--- src/pkg/part_router_map.svh ---
// Purpose: offsets, field codes, reset values of the part router
// Assumes: four parts, 7-bit midi data
// Notes:   channels are stored as channel number minus one
// What this block does
// - each part holds channel 1-16, used for send and accept in performance mode
// - program mode sends local messages on the global channel only
// - program mode drops channel messages not on the global channel
// - program mode refuses part channel changes; part one stays the edited part
// - a part ignores notes below its lower limit, settable from C-2
// - a part ignores notes above its upper limit, settable up to G8
// - per-part semitone offset -24..+24 added to the oscillator offset
// - per-part fine offset -64..+63 cents added to oscillator fine offset
// - selectable velocity curve per part: normal, inverse, or doubling on the low or high half
// - curves also pass velocities only up to, or from, a threshold
// - stereo pair routing puts left on the odd jack, right on the even
// - single jack routing makes the part mono
// - all four parts route freely, sharing outputs allowed
// - pedal movement becomes the part's controller number 1..119
// - footswitch: off, sustain (reset default) or arpeggiator toggle
// - performance mode sends local messages on the edited part's channel
// - machine-wide controls always send on the global channel
// - machine-wide controls accepted on global, or in performance mode on any active part channel
// - in performance mode a part answers only its channel while active
// - in performance mode one message reaches every active part on the matching channel
// - in performance mode an inactive part neither accepts nor sends messages
`ifndef PART_ROUTER_MAP_SVH
`define PART_ROUTER_MAP_SVH
`define F_CHAN      4'h0
`define F_LOW       4'h1
`define F_HIGH      4'h2
`define F_SEMI      4'h3
`define F_CENT      4'h4
`define F_CURVE     4'h5
`define F_THRESH    4'h6
`define F_ROUTE     4'h7
`define F_PEDAL     4'h8
`define F_SWITCH    4'h9
`define NOTE_MIN    7'h00
`define NOTE_MAX    7'h7F
`define SEMI_MAX    8'h18
`define PEDAL_MAX   8'h77
`define CHAN_MAX    8'h10
`define VEL_MAX     7'h7F
`define VEL_HALF    7'h40
`define RST_CHAN    4'h0
`define RST_THRESH  7'h40
`define RST_PEDAL   7'h01
`define ST_NOTE_OFF 4'h8
`define ST_NOTE_ON  4'h9
`define ST_CC       4'hB
`define ST_SYSTEM   4'hF
`endif

--- src/pkg/part_router_pkg.sv ---
// Purpose: types shared by the part router files
// Assumes: nothing beyond the map header
// Notes:   encodings are internal to the block
package part_router_pkg;
    typedef enum logic [2:0] {
        CURVE_NORMAL, CURVE_INVERSE, CURVE_XLOW, CURVE_XHIGH,
        CURVE_UPTO, CURVE_FROM
    } curve_t;
    typedef enum logic [2:0] {
        ROUTE_PAIR12, ROUTE_PAIR34, ROUTE_J1, ROUTE_J2, ROUTE_J3, ROUTE_J4
    } route_t;
    typedef enum logic [1:0] {
        SW_OFF, SW_SUSTAIN, SW_ARP
    } switch_t;
endpackage

--- src/part_gate.sv ---
// Purpose: per-part accept test and velocity shaping
// Assumes: combinational, settings registered by the caller, message fields passed straight through
// Notes:   non-note channel messages skip range and velocity gates
`timescale 1ns/100ps
`include "part_router_map.svh"
module part_gate (
    input  wire logic                   perf_mode,
    input  wire logic                   first_part,
    input  wire logic                   active,
    input  wire logic [3:0]             chan,
    input  wire logic [3:0]             global_chan,
    input  wire logic [6:0]             low_note,
    input  wire logic [6:0]             high_note,
    input  wire part_router_pkg::curve_t curve,
    input  wire logic [6:0]             thresh,
    input  wire logic [7:0]             status,
    input  wire logic [6:0]             d1,
    input  wire logic [6:0]             d2,
    output logic                        hit,
    output logic [6:0]                  vel
);
    wire       is_note = (status[7:4] == `ST_NOTE_ON) || (status[7:4] == `ST_NOTE_OFF);
    wire       is_on   = (status[7:4] == `ST_NOTE_ON) && (d2 != 7'h00);
    // program mode: only part one plays, on the global channel
    wire       chan_ok = perf_mode ? (status[3:0] == chan) && active
                                   : first_part && (status[3:0] == global_chan);
    wire       range_ok = (d1 >= low_note) && (d1 <= high_note);
    wire [7:0] dbl = {d2, 1'b0};
    logic       vel_ok;
    // velocity switch curves reject note-ons outside their band
    always_comb
    begin
        vel    = d2;
        vel_ok = 1'b1;
        case (curve)
            part_router_pkg::CURVE_NORMAL:  vel = d2;
            part_router_pkg::CURVE_INVERSE: vel = `VEL_MAX - d2 + 7'h01;
            part_router_pkg::CURVE_XLOW:    vel = (d2 >= `VEL_HALF) ? `VEL_MAX : dbl[6:0];
            part_router_pkg::CURVE_XHIGH:   vel = (d2 < `VEL_HALF) ? 7'h01 : {dbl[6:1], 1'b1};
            part_router_pkg::CURVE_UPTO:    vel_ok = (d2 <= thresh);
            part_router_pkg::CURVE_FROM:    vel_ok = (d2 >= thresh);
            default:                        vel = d2;
        endcase
        if (!is_on)
        begin
            vel    = d2;
            vel_ok = 1'b1;
        end
    end
    assign hit = chan_ok && (!is_note || (range_ok && vel_ok));
endmodule

--- src/part_router.sv ---
// Purpose: midi channel routing, filtering and per-part settings, four parts
// Assumes: all inputs synchronous to clk; one message per cycle at most
// Notes:   settings written through a field port; outputs one cycle late
`timescale 1ns/100ps
`include "part_router_map.svh"
module part_router (
    input  wire logic             clk,
    input  wire logic             arst_n,
    input  wire logic             perf_mode,
    input  wire logic [3:0]       global_chan,
    input  wire logic [3:0]       part_active,
    input  wire logic [1:0]       edit_part,
    input  wire logic             cfg_we,
    input  wire logic [1:0]       cfg_part,
    input  wire logic [3:0]       cfg_field,
    input  wire logic [7:0]       cfg_data,
    input  wire logic             rx_valid,
    input  wire logic             rx_machine,
    input  wire logic [7:0]       rx_status,
    input  wire logic [6:0]       rx_d1,
    input  wire logic [6:0]       rx_d2,
    input  wire logic             tx_req,
    input  wire logic             tx_machine,
    input  wire logic [3:0]       tx_kind,
    input  wire logic [6:0]       tx_d1,
    input  wire logic [6:0]       tx_d2,
    input  wire logic             pedal_valid,
    input  wire logic [6:0]       pedal_val,
    input  wire logic             footsw_down,
    input  wire logic [7:0]       osc_semi,
    input  wire logic [7:0]       osc_cent,
    output logic [3:0]            part_rx_ff,
    output logic [7:0]            rx_status_ff,
    output logic [6:0]            rx_d1_ff,
    output logic [6:0]            rx_d2_ff,
    output logic [3:0][6:0]       part_vel_ff,
    output logic                  machine_rx_ff,
    output logic                  tx_valid_ff,
    output logic [7:0]            tx_status_ff,
    output logic [6:0]            tx_d1_ff,
    output logic [6:0]            tx_d2_ff,
    output logic [3:0][7:0]       part_semi_ff,
    output logic [3:0][7:0]       part_cent_ff,
    output logic [3:0][2:0]       left_jack_ff,
    output logic [3:0][2:0]       right_jack_ff,
    output logic [3:0]            part_mono_ff,
    output logic [3:0]            pedal_hit_ff,
    output logic [3:0][6:0]       pedal_cc_ff,
    output logic [6:0]            pedal_val_ff,
    output logic [3:0]            sustain_ff,
    output logic [3:0]            arp_toggle_ff,
    output logic                  cfg_refused_ff
);
    // per-part settings
    logic [3:0][3:0]                chan_ff;
    logic [3:0][6:0]                low_ff;
    logic [3:0][6:0]                high_ff;
    logic [3:0][7:0]                semi_ff;
    logic [3:0][6:0]                cent_ff;
    part_router_pkg::curve_t [3:0]  curve_ff;
    logic [3:0][6:0]                thresh_ff;
    part_router_pkg::route_t [3:0]  route_ff;
    logic [3:0][6:0]                pedal_ff;
    part_router_pkg::switch_t [3:0] switch_ff;
    logic                           footsw_q_ff;

    // signed clamp test for the semitone field
    function automatic logic semi_legal(input logic [7:0] v);
        semi_legal = $signed(v) <= $signed(`SEMI_MAX) && $signed(v) >= -$signed(`SEMI_MAX);
    endfunction

    // jack numbers for a route: left/odd, right/even, or the single jack
    function automatic logic [2:0] jack_of(input part_router_pkg::route_t r,
                                           input logic right);
        case (r)
            part_router_pkg::ROUTE_PAIR12: jack_of = right ? 3'h2 : 3'h1;
            part_router_pkg::ROUTE_PAIR34: jack_of = right ? 3'h4 : 3'h3;
            part_router_pkg::ROUTE_J1:     jack_of = 3'h1;
            part_router_pkg::ROUTE_J2:     jack_of = 3'h2;
            part_router_pkg::ROUTE_J3:     jack_of = 3'h3;
            part_router_pkg::ROUTE_J4:     jack_of = 3'h4;
            default:                       jack_of = 3'h1;
        endcase
    endfunction

    // write decode and legality of the incoming value
    wire        wr_chan   = cfg_we && (cfg_field == `F_CHAN);
    wire        chan_ok   = (cfg_data != 8'h00) && (cfg_data <= `CHAN_MAX);
    wire        chan_take = wr_chan && perf_mode && chan_ok;
    wire        note_ok   = (cfg_data[7] == 1'b0);
    wire        pedal_ok  = (cfg_data != 8'h00) && (cfg_data <= `PEDAL_MAX);
    wire        curve_ok  = (cfg_data <= 8'h05);
    wire        route_ok  = (cfg_data <= 8'h05);
    wire        sw_ok     = (cfg_data <= 8'h02);
    wire        cent_ok   = (cfg_data[7] == cfg_data[6]);
    wire [3:0]  chan_val  = 4'(cfg_data - 8'h01);
    logic       field_ok;

    // pick the legality test of the addressed field
    always_comb
    begin
        case (cfg_field)
            `F_CHAN:   field_ok = chan_take;
            `F_LOW:    field_ok = note_ok;
            `F_HIGH:   field_ok = note_ok;
            `F_SEMI:   field_ok = semi_legal(cfg_data);
            `F_CENT:   field_ok = cent_ok;
            `F_CURVE:  field_ok = curve_ok;
            `F_THRESH: field_ok = note_ok;
            `F_ROUTE:  field_ok = route_ok;
            `F_PEDAL:  field_ok = pedal_ok;
            `F_SWITCH: field_ok = sw_ok;
            default:   field_ok = 1'b0;
        endcase
    end

    // settings store; illegal values leave the old value in place
    always_ff @(posedge clk or negedge arst_n)
    begin
        if (!arst_n)
        begin
            for (int p = 0; p < 4; p++)
            begin
                chan_ff[p]   <= `RST_CHAN;
                low_ff[p]    <= `NOTE_MIN;
                high_ff[p]   <= `NOTE_MAX;
                semi_ff[p]   <= 8'h00;
                cent_ff[p]   <= 7'h00;
                curve_ff[p]  <= part_router_pkg::CURVE_NORMAL;
                thresh_ff[p] <= `RST_THRESH;
                route_ff[p]  <= part_router_pkg::ROUTE_PAIR12;
                pedal_ff[p]  <= `RST_PEDAL;
                switch_ff[p] <= part_router_pkg::SW_SUSTAIN;
            end
        end
        else if (cfg_we && field_ok)
        begin
            case (cfg_field)
                `F_CHAN:   chan_ff[cfg_part]   <= chan_val;
                `F_LOW:    low_ff[cfg_part]    <= cfg_data[6:0];
                `F_HIGH:   high_ff[cfg_part]   <= cfg_data[6:0];
                `F_SEMI:   semi_ff[cfg_part]   <= cfg_data;
                `F_CENT:   cent_ff[cfg_part]   <= cfg_data[6:0];
                `F_CURVE:  curve_ff[cfg_part]  <= part_router_pkg::curve_t'(cfg_data[2:0]);
                `F_THRESH: thresh_ff[cfg_part] <= cfg_data[6:0];
                `F_ROUTE:  route_ff[cfg_part]  <= part_router_pkg::route_t'(cfg_data[2:0]);
                `F_PEDAL:  pedal_ff[cfg_part]  <= cfg_data[6:0];
                `F_SWITCH: switch_ff[cfg_part] <= part_router_pkg::switch_t'(cfg_data[1:0]);
                default:   pedal_ff[cfg_part]  <= pedal_ff[cfg_part];
            endcase
        end
    end

    // receive side: one gate per part, all may hit together
    logic [3:0]      gate_hit;
    logic [3:0][6:0] gate_vel;
    for (genvar g = 0; g < 4; g++)
    begin : gen_gate
        part_gate u_gate (
            .perf_mode   (perf_mode),
            .first_part  (g == 0),
            .active      (part_active[g]),
            .chan        (chan_ff[g]),
            .global_chan (global_chan),
            .low_note    (low_ff[g]),
            .high_note   (high_ff[g]),
            .curve       (curve_ff[g]),
            .thresh      (thresh_ff[g]),
            .status      (rx_status),
            .d1          (rx_d1),
            .d2          (rx_d2),
            .hit         (gate_hit[g]),
            .vel         (gate_vel[g])
        );
    end

    // machine-wide controls: global channel, or any active part in perf mode
    wire        rx_system = (rx_status[7:4] == `ST_SYSTEM);
    wire [3:0]  part_chan_hit;
    for (genvar c = 0; c < 4; c++)
    begin : gen_chan
        assign part_chan_hit[c] = part_active[c] && (chan_ff[c] == rx_status[3:0]);
    end
    wire        on_global  = (rx_status[3:0] == global_chan);
    wire        mach_ok    = on_global || (perf_mode && (|part_chan_hit));
    wire        nxt_mach   = rx_valid && rx_machine && !rx_system && mach_ok;
    wire [3:0]  nxt_rx     = (rx_valid && !rx_machine && !rx_system) ? gate_hit : 4'h0;

    always_ff @(posedge clk or negedge arst_n)
    begin
        if (!arst_n)
        begin
            part_rx_ff    <= 4'h0;
            machine_rx_ff <= 1'b0;
            rx_status_ff  <= 8'h00;
            rx_d1_ff      <= 7'h00;
            rx_d2_ff      <= 7'h00;
            part_vel_ff   <= '0;
        end
        else
        begin
            part_rx_ff    <= nxt_rx;
            machine_rx_ff <= nxt_mach;
            rx_status_ff  <= rx_status;
            rx_d1_ff      <= rx_d1;
            rx_d2_ff      <= rx_d2;
            part_vel_ff   <= gate_vel;
        end
    end

    // transmit side: program mode pins editing to part one
    wire [1:0]  eff_edit   = perf_mode ? edit_part : 2'h0;
    wire        edit_live  = !perf_mode || part_active[eff_edit];
    wire [3:0]  part_chan  = perf_mode ? chan_ff[eff_edit] : global_chan;
    wire [3:0]  tx_chan    = tx_machine ? global_chan : part_chan;
    wire        tx_go      = tx_req && (tx_machine || edit_live);
    // pedal shares the sender; an explicit request in the same cycle wins
    wire        pedal_go   = pedal_valid && !tx_req && edit_live;
    wire        nxt_tx     = tx_go || pedal_go;

    always_ff @(posedge clk or negedge arst_n)
    begin
        if (!arst_n)
        begin
            tx_valid_ff  <= 1'b0;
            tx_status_ff <= 8'h00;
            tx_d1_ff     <= 7'h00;
            tx_d2_ff     <= 7'h00;
        end
        else
        begin
            tx_valid_ff  <= nxt_tx;
            tx_status_ff <= tx_req ? {tx_kind, tx_chan} : {`ST_CC, part_chan};
            tx_d1_ff     <= tx_req ? tx_d1 : pedal_ff[eff_edit];
            tx_d2_ff     <= tx_req ? tx_d2 : pedal_val;
        end
    end

    // parts that hear the pedal and footswitch locally
    wire [3:0]  local_part = perf_mode ? part_active : 4'h1;
    wire        fsw_rise   = footsw_down && !footsw_q_ff;
    logic [3:0] nxt_sus;
    logic [3:0] nxt_arp;
    always_comb
    begin
        for (int s = 0; s < 4; s++)
        begin
            nxt_sus[s] = local_part[s] && footsw_down
                         && (switch_ff[s] == part_router_pkg::SW_SUSTAIN);
            nxt_arp[s] = local_part[s] && fsw_rise
                         && (switch_ff[s] == part_router_pkg::SW_ARP);
        end
    end

    always_ff @(posedge clk or negedge arst_n)
    begin
        if (!arst_n)
        begin
            footsw_q_ff   <= 1'b0;
            sustain_ff    <= 4'h0;
            arp_toggle_ff <= 4'h0;
            pedal_hit_ff  <= 4'h0;
            pedal_cc_ff   <= '0;
            pedal_val_ff  <= 7'h00;
        end
        else
        begin
            footsw_q_ff   <= footsw_down;
            sustain_ff    <= nxt_sus;
            arp_toggle_ff <= nxt_arp;
            pedal_hit_ff  <= pedal_valid ? local_part : 4'h0;
            pedal_cc_ff   <= pedal_ff;
            pedal_val_ff  <= pedal_val;
        end
    end

    // tuning sums and output routing, each part independent
    logic [3:0][7:0] nxt_semi;
    logic [3:0][7:0] nxt_cent;
    always_comb
    begin
        for (int t = 0; t < 4; t++)
        begin
            nxt_semi[t] = semi_ff[t] + osc_semi;
            nxt_cent[t] = {cent_ff[t][6], cent_ff[t]} + osc_cent;
        end
    end

    always_ff @(posedge clk or negedge arst_n)
    begin
        if (!arst_n)
        begin
            part_semi_ff   <= '0;
            part_cent_ff   <= '0;
            left_jack_ff   <= '0;
            right_jack_ff  <= '0;
            part_mono_ff   <= 4'h0;
            cfg_refused_ff <= 1'b0;
        end
        else
        begin
            part_semi_ff   <= nxt_semi;
            part_cent_ff   <= nxt_cent;
            cfg_refused_ff <= cfg_we && !field_ok;
            for (int j = 0; j < 4; j++)
            begin
                left_jack_ff[j]  <= jack_of(route_ff[j], 1'b0);
                right_jack_ff[j] <= jack_of(route_ff[j], 1'b1);
                part_mono_ff[j]  <= (route_ff[j] != part_router_pkg::ROUTE_PAIR12)
                                 && (route_ff[j] != part_router_pkg::ROUTE_PAIR34);
            end
        end
    end
endmodule

--- config.mk ---
export PLATFORM = sky130hd
export DESIGN_NAME = part_router
export DESIGN_NICKNAME = d
export VERILOG_FILES = /design/src/pkg/part_router_pkg.sv /design/src/part_gate.sv /design/src/part_router.sv
export VERILOG_INCLUDE_DIRS = /design/src /design/src/pkg
export SDC_FILE = /design/constraint.sdc
export NUM_CORES = 1
export LEC_CHECK = 0
export ABC_AREA = 1
export BUFFER_PORTS_ARGS = -buffer_cell sky130_fd_sc_hd__buf_2
export CAP_MARGIN = 10
export CORE_ASPECT_RATIO = 0.5
export CORE_MARGIN = 3
export CORE_UTILIZATION = 45
export CTS_BUF_LIST = sky130_fd_sc_hd__clkbuf_16
export CTS_CLUSTER_DIAMETER = 80
export CTS_CLUSTER_SIZE = 30
export DETAILED_ROUTE_END_ITERATION = 16
export PLACE_DENSITY = 0.65
export SYNTH_ARGS = -nofsm -noshare
export SYNTH_HDL_FRONTEND = slang
export SYNTH_SLANG_ARGS = --single-unit
--- constraint.sdc ---
create_clock -name clk -period 2.4 [get_ports clk]
set_input_delay 0.48 -clock clk [delete_from_list [all_inputs] [get_ports clk]]
set_output_delay 0.48 -clock clk [all_outputs]
set_load 0.01 [all_outputs]
==> reports/summary.txt, run 1 <==
Avg Cell Area, Syn = 8.618 µm²
GR Util met2 = 40.90%
Sw frac = 28.60%
Combinational Power Share = 16.4%
Via count = 18480
Hpwl dp = 45.44 mm
Area post-placement = 24790 µm²
Ys flop type = dfrtp_1
Req. time, crit path = 2.90 ns
Max Cap Viol = 0
Final Hold Fails = 0
CP Data Arrival Time = 2.61 ns
DRC viols = 0
Final Cell Area = 25330 µm²
Highest clock rate = 474.8 MHz
Post-route ant nets = 0
Syn nets = 2757
TritonCTS Buffers = 18
Final setup fails = 0
CP max stage cell = nor2_1
Nets@finish = 3165
Overall Global Routing Usage = 24.39%
Sum Neg Setup Slack = 0 ns
Top-level I/O count = 315
Routed wire length = 61.78 mm
Post-synthesis cell count = 2503
Initial DRC count = 1575
Shortest period the worst path allows = 2.106 ns
Post-CTS setup buffers = 0
Initial Util = 45.81%
Routability cong. = 0.9330
Clk pwr share = 27.2%
Ys async rst share = 100.0%
Crit-path most repeated cell = nand2_1
Num rows = 56
GR Layer Usage met1 = 34.03%
Worst path cell trace = buf_2, inv_1, buf_4, ha_1, inv_1, nor2_1, nand2_1, nand2_1, nand2_1, nand2_1, inv_1, nand3_4, nand3_1, nor2_1, nand2_1, nand2_1
First-pass iteration count of the detailed router = 5
Share of cells above drive strength 1 = 17.79%
Clk_lat worst skew = 0.57 ns
Post-CTS Resized = 0
Worst setup SP type = input port
Sequential fraction of the synthesis area = 51.16%
CORE AREA = 47090 µm²
CTS tree = done
First-pass GRT wire length = 98.67 mm
Clock buffer depth = 3
Busiest layer in global routing = met2
Die ar. = 50760 µm²
Min-delay worst type = input port to flip-flop
Vias per cell = 5.186
Crit Path Max Fanout = 16
Initial antenna violation count = 2
Setup CP Type = input port to flip-flop
Vias in the first global route = 18060
P_leak = 13.30 nW
Final worst path period share = 87.75%
Flop pwr share = 56.4%
Switch Pwr = 4.068 mW
Grt ovf = 0
Cell Area, Synth = 21570 µm²
Peak supply drop = 0.0003750 V
Rel. slew slack = 54.14%
Fill cell count = 4455
Clock Pin Slew Worst Setup and Hold Paths = 0.11 ns
Synth unique cells = 45
Buffers on Ports = 314
Final hold slack = 0.03317 ns
Die outline width = 315.6 µm
CTS root buf = clkbuf_16
Final slew viol count = 0
Clock skew = 0.02244 ns
Drt wl/cell = 17.34 µm
DIE HEIGHT = 160.8 µm
Post-synth EDFFs = 0
Synth warn = 0
Int Pwr = 10.16 mW
Synthesis-to-layout area growth = 17.44%
Seq cells post-synth = 439
Largest net degree at the start of global routing = 82
Status = completed
H-tree depth = 1
Critical path's largest stage delay = 0.49 ns
Setup crit end kind = flip-flop
Least-Margin Pin Slew = 0.6808 ns
P per Cell Area = 561.5 nW/µm²
Met3 usage = 3.237%
RSZ-0062 raised after global routing = no
Clock sinks = 439
through the flow:
step | util (%) | instances | total power [mW] | setup WS, ns
6_report | 53.81 | 3563 | 14.22 | 0.2940
5_1_grt | 53.81 | 3563 | 14.93 | 0.05517
4_1_cts | 53.79 | 3561 | 14.37 | 0.3343
3_5_place_dp | 52.64 | 3528 | 10.50 | -0.2357
3_3_place_gp | 52.64 | 3528 | 10.45 | -0.2134
2_1_floorplan | - | 2503 | 9.378 | 0.1612
cells by family (layout without fill, tap and decap cells):
kind of cell / after synthesis / after routing / synth area share [%]
other: 0 / 2 / 0
and+or+nand+nor: 1236 / 1236 / 23.16
buffers and inverters: 307 / 727 / 5.417
DFF: 439 / 439 / 51.16
AOI/OAI and AO/OA: 293 / 293 / 7.952
muxes: 4 / 4 / 0.2088
xor gates and xnor gates: 67 / 67 / 2.720
adders and majority gates: 157 / 157 / 9.385
power by group through the flow:
stage / clock network (mW) / registers [mW] / logic [mW]
after floorplan: 0 / 8.27 / 1.11
after global placement: 0 / 8.16 / 2.29
after detailed placement: 0 / 8.17 / 2.33
after CTS: 3.99 / 8.03 / 2.35
after global routing: 4.24 / 8.08 / 2.62
final: 3.87 / 8.03 / 2.33
cells in the final DEF, fill, tap and decap left out, types with 6 or more instances in the layout:
cell,instances
nand4_1,68
dfstp_2,40
or2_2,6
buf_12,8
nor4_1,7
o22ai_1,7
fa_1,8
nor3_1,14
inv_1,261
nand3_1,60
o21a_1,6
nand2_1,888
a21oi_1,129
dfrtp_1,399
buf_4,119
xnor2_1,24
ha_1,149
o221ai_1,11
a22oi_1,10
clkbuf_16,19
nor2_1,181
o21ai_0,67
xor2_1,43
a31oi_1,15
buf_2,313
o211ai_1,20
a211oi_1,7
sequential cells by signal, indices dropped and copies added, names as in the netlist, 8 cells and up:
signal / cells
left_jack_ff: 12
tx_status_ff: 8
route_ff: 12
high_ff: 28
low_ff: 28
chan_ff: 16
rx_status_ff: 8
thresh_ff: 28
curve_ff: 12
cent_ff: 28
part_semi_ff: 32
pedal_ff: 28
semi_ff: 32
switch_ff: 8
pedal_cc_ff: 28
part_vel_ff: 28
right_jack_ff: 12
part_cent_ff: 32
routing by layer:
layer,wire [µm],vias up
li1,-,8909
met1,27350,8927
met2,29620,544
met3,3531,96
met4,1277,0
met5,0,-
synthesized netlist by cell type, types with 7 or more instances:
library cell	n	area share (%)
clkbuf_1	39	0.68
nor2_1	181	3.1
a31oi_1	15	0.44
a22oi_1	10	0.35
fa_1	8	0.74
xnor2_1	24	0.97
a21oi_1	129	3.0
inv_1	250	4.4
a211oi_1	7	0.24
o221ai_1	11	0.45
nand4_1	68	2.0
o21ai_0	67	1.6
nand3_1	60	1.4
dfrtp_1	399	46
ha_1	149	8.6
nand2_1	888	15
nor4_1	7	0.20
xor2_1	43	1.7
dfstp_2	40	4.9
o211ai_1	20	0.70
buf_2	10	0.23
nor3_1	14	0.32
o22ai_1	7	0.20
timing repair:
action                                  4_1_cts  5_1_grt
hold buffers                                  1        0
endpoints found under the hold margin        19        0
endpoints found under the setup margin        0        0
worst max-delay path: cells and delay by family:
| family | cells | cell delay, ns |
|---|---|---|
| buffers and inverters | 5 | 0.47 |
| AND/OR/NAND/NOR | 10 | 1.45 |
| adder cells (fa/ha/maj) | 1 | 0.21 |
final timing paths:
| path | cells after the start | startpoint | slack [ns] | to |
|---|---|---|---|---|
| setup / recovery | 16 | cfg_data[7] | 0.29 | pedal_ff[26] |
| max in group asynchronous | 4 | arst_n | 1.19 | high_ff[22] |
| hold / removal | 1 | pedal_val[3] | 0.03 | pedal_val_ff[3] |
| min in group asynchronous | 2 | arst_n | 0.37 | part_vel_ff[5] |
| hold reg to reg | 0 | pedal_ff[15] | 0.43 | pedal_cc_ff[15] |
| setup reg to reg | 8 | cent_ff[0] | 0.47 | part_cent_ff[6] |
area by class of cell:
type | instances | area (µm²) | area share, %
Inverter | 253 | 949.7 | 3.749
Clock inverter | 13 | 57.56 | 0.2272
Antenna cell | 2 | 5.005 | 0.01976
Multi-Input combinational cell | 1757 | 9368 | 36.98
Sequential cell | 439 | 11040 | 43.56
Tap cell | 638 | 798.3 | 3.151
Timing Repair Buffer | 442 | 2645 | 10.44
Clock buffer | 19 | 475.5 | 1.877
(Power assumes the default switching activity.)
==> run 2, diff against run 1 <==
--- a/config.mk
+++ b/config.mk
@@ -9,7 +9,6 @@
 export ABC_AREA = 1
 export BUFFER_PORTS_ARGS = -buffer_cell sky130_fd_sc_hd__buf_2
 export CAP_MARGIN = 10
-export CORE_ASPECT_RATIO = 0.5
 export CORE_MARGIN = 3
 export CORE_UTILIZATION = 45
 export CTS_BUF_LIST = sky130_fd_sc_hd__clkbuf_16
==> run 2 against run 1 <==
Against the previous run:
- routed wire length increased by 0.75%
- combinational power grew 2%
- first-iteration DRC count is 25% lower
- critical path depth shrank 5
- global-route usage up 0.14 points
- via count is 0.47% higher
- non-clock buffer count rose by 27
==> reports/summary.txt, run 2 (synthesized netlist as in run 1, its figures left out) <==
Status = completed
Highest clock rate = 481.4 MHz
CP Data Arrival Time = 2.55 ns
Die ar. = 50600 µm²
Final slew viol count = 0
CORE AREA = 46950 µm²
Area taken by multi-input logic gates = 9368 µm²
Max Cap Viol = 0
DRC viols = 0
Sw frac = 29.75%
Int Pwr = 10.94 mW
Synthesis-to-layout area growth = 20.27%
CTS root buf = clkbuf_16
First-pass iteration count of the detailed router = 5
Crit Path Max Fanout = 8
CP max stage cell = dlygate4sd3_1
Register Area = 11040 µm²
Vias per cell = 5.191
Clock buffer depth = 3
Initial DRC count = 1189
Nets@finish = 3200
Routed wire length = 62.25 mm
Fill cell count = 4266
Critical path's largest stage delay = 0.54 ns
Least-Margin Pin Slew = 0.9446 ns
Post-CTS Resized = 0
Flop pwr share = 51.5%
Rel. slew slack = 36.54%
Drt wl/cell = 17.41 µm
Min-delay worst type = input port to flip-flop
Sum Neg Setup Slack = 0 ns
Clock skew = 0.02435 ns
Shortest period the worst path allows = 2.077 ns
Post-route ant nets = 0
Most frequent cells in the layout = 888 x nand2_1, 399 x dfrtp_1, 313 x buf_2
Final setup fails = 0
Grt ovf = 0
Vias in the first global route = 18770
Clk pwr share = 33.2%
CTS tree = done
Util after Layout = 55.26%
Buffers on Ports = 314
Final Hold Fails = 0
Most common cell after layout, fill and taps aside = nand2_1
PnR Total Power = 15.58 mW
H-tree depth = 1
Overall Global Routing Usage = 24.54%
Routability cong. = 0.9021
Hpwl dp = 46.25 mm
Switch Pwr = 4.635 mW
RSZ-0062 raised after global routing = no
Post-CTS setup buffers = 0
Biggest regs = part_cent_ff (32), part_semi_ff (32), semi_ff (32)
Worst path cell trace = dlygate4sd3_1, buf_2, inv_1, ha_1, o21a_1, nor2_1, o22ai_1, nand2_1, inv_1, nand2_1, a21oi_1
Final Cell Area = 25940 µm²
First-pass GRT wire length = 99.82 mm
Share of cells above drive strength 1 = 18.95%
Largest net degree at the start of global routing = 81
Combinational Power Share = 15.2%
Initial antenna violation count = 7
Setup crit end kind = flip-flop
Area post-placement = 24880 µm²
Via count = 18560
Setup CP Type = input port to flip-flop
Initial Util = 45.95%
Clk_lat worst skew = 0.60 ns
Clock Pin Slew Worst Setup and Hold Paths = 0.09 ns
Req. time, crit path = 2.87 ns
Clock sinks = 439
Die outline width = 224.9 µm
DIE HEIGHT = 224.9 µm
Worst setup SP type = input port
TritonCTS Buffers = 26
Num rows = 79
Top-level I/O count = 315
P per Cell Area = 600.4 nW/µm²
Peak supply drop = 0.0005597 V
P_leak = 13.60 nW
Final worst path period share = 86.56%
run 2: cell types whose count changed in the layout (fill, tap and decap cells not counted), moves of 2 or more:
cell,before,now
inv_6,0,3
buf_4,119,136
inv_8,0,2
clkinv_8,0,6
inv_12,0,2
dlygate4sd3_1,1,11
inv_16,0,5
inv_1,261,252
clkbuf_16,19,26
run 2: through the flow:
| step | std cells | hold WS (ns) | setup slack, ns |
|---|---|---|---|
| floorplan | 2503 | 0.1844 | 0.1612 |
| global placement | 3514 | 0.3949 | -0.1099 |
| detailed placement | 3514 | 0.3939 | -0.1337 |
| CTS | 3573 | 0.003900 | 0.3402 |
| global route | 3576 | 0.01201 | 0.1806 |
| finish | 3576 | 0.04170 | 0.3226 |
run 2: layout make-up:
type / instances / share of cell area, %
Antenna cell: 3 / 0.02894
Clock buffer: 26 / 2.508
Clock inverter: 22 / 1.162
Inverter: 253 / 3.660
Multi-Input combinational cell: 1757 / 36.11
Sequential cell: 439 / 42.53
Tap cell: 607 / 2.927
Timing Repair Buffer: 469 / 11.07
run 2: path summary, 6_finish.rpt:
path | slack [ns] | endpoint | from | cells after the start
worst max-delay path | 0.32 | part_rx_ff[2] | rx_d1[0] | 11
worst min-delay path | 0.04 | rx_status_ff[7] | rx_status[7] | 1
worst max register to register | 0.41 | part_rx_ff[3] | thresh_ff[27] | 11
worst min register to register | 0.41 | pedal_cc_ff[1] | pedal_ff[1] | 0
max in group asynchronous | 1.17 | pedal_ff[7] | arst_n | 4
min in group asynchronous | 0.37 | part_cent_ff[9] | arst_n | 2
run 2: metal layers:
metal  GRT usage [%]  wire length, µm  vias to the layer above
met5               0               41                        -
met2           41.19            29300                      554
li1                -                -                     8978
met1           33.20            27370                     8895
met4           6.869             1671                        8
met3           4.012             3856                      127
run 2: repair_timing:
| item | CTS | global route |
|---|---|---|
| endpoints found under the hold margin | 44 | 0 |
| hold buffers | 11 | 0 |
| setup endpoints to repair | 0 | 0 |
run 2: power groups by stage:
stage	registers (mW)	clock network (mW)	logic, mW
floorplan	8.27	0	1.11
global placement	8.17	0	2.30
detailed placement	8.17	0	2.37
CTS	8.03	5.35	2.39
global route	8.08	5.62	2.66
finish	8.03	5.18	2.37
run 2: worst max-delay path, delay by kind of cell:
| family | cells | cell delay (ns) |
|---|---|---|
| AOI/OAI and AO/OA | 3 | 0.58 |
| adders and majority gates | 1 | 0.23 |
| buffers and inverters | 4 | 1.09 |
| and+or+nand+nor | 3 | 0.16 |
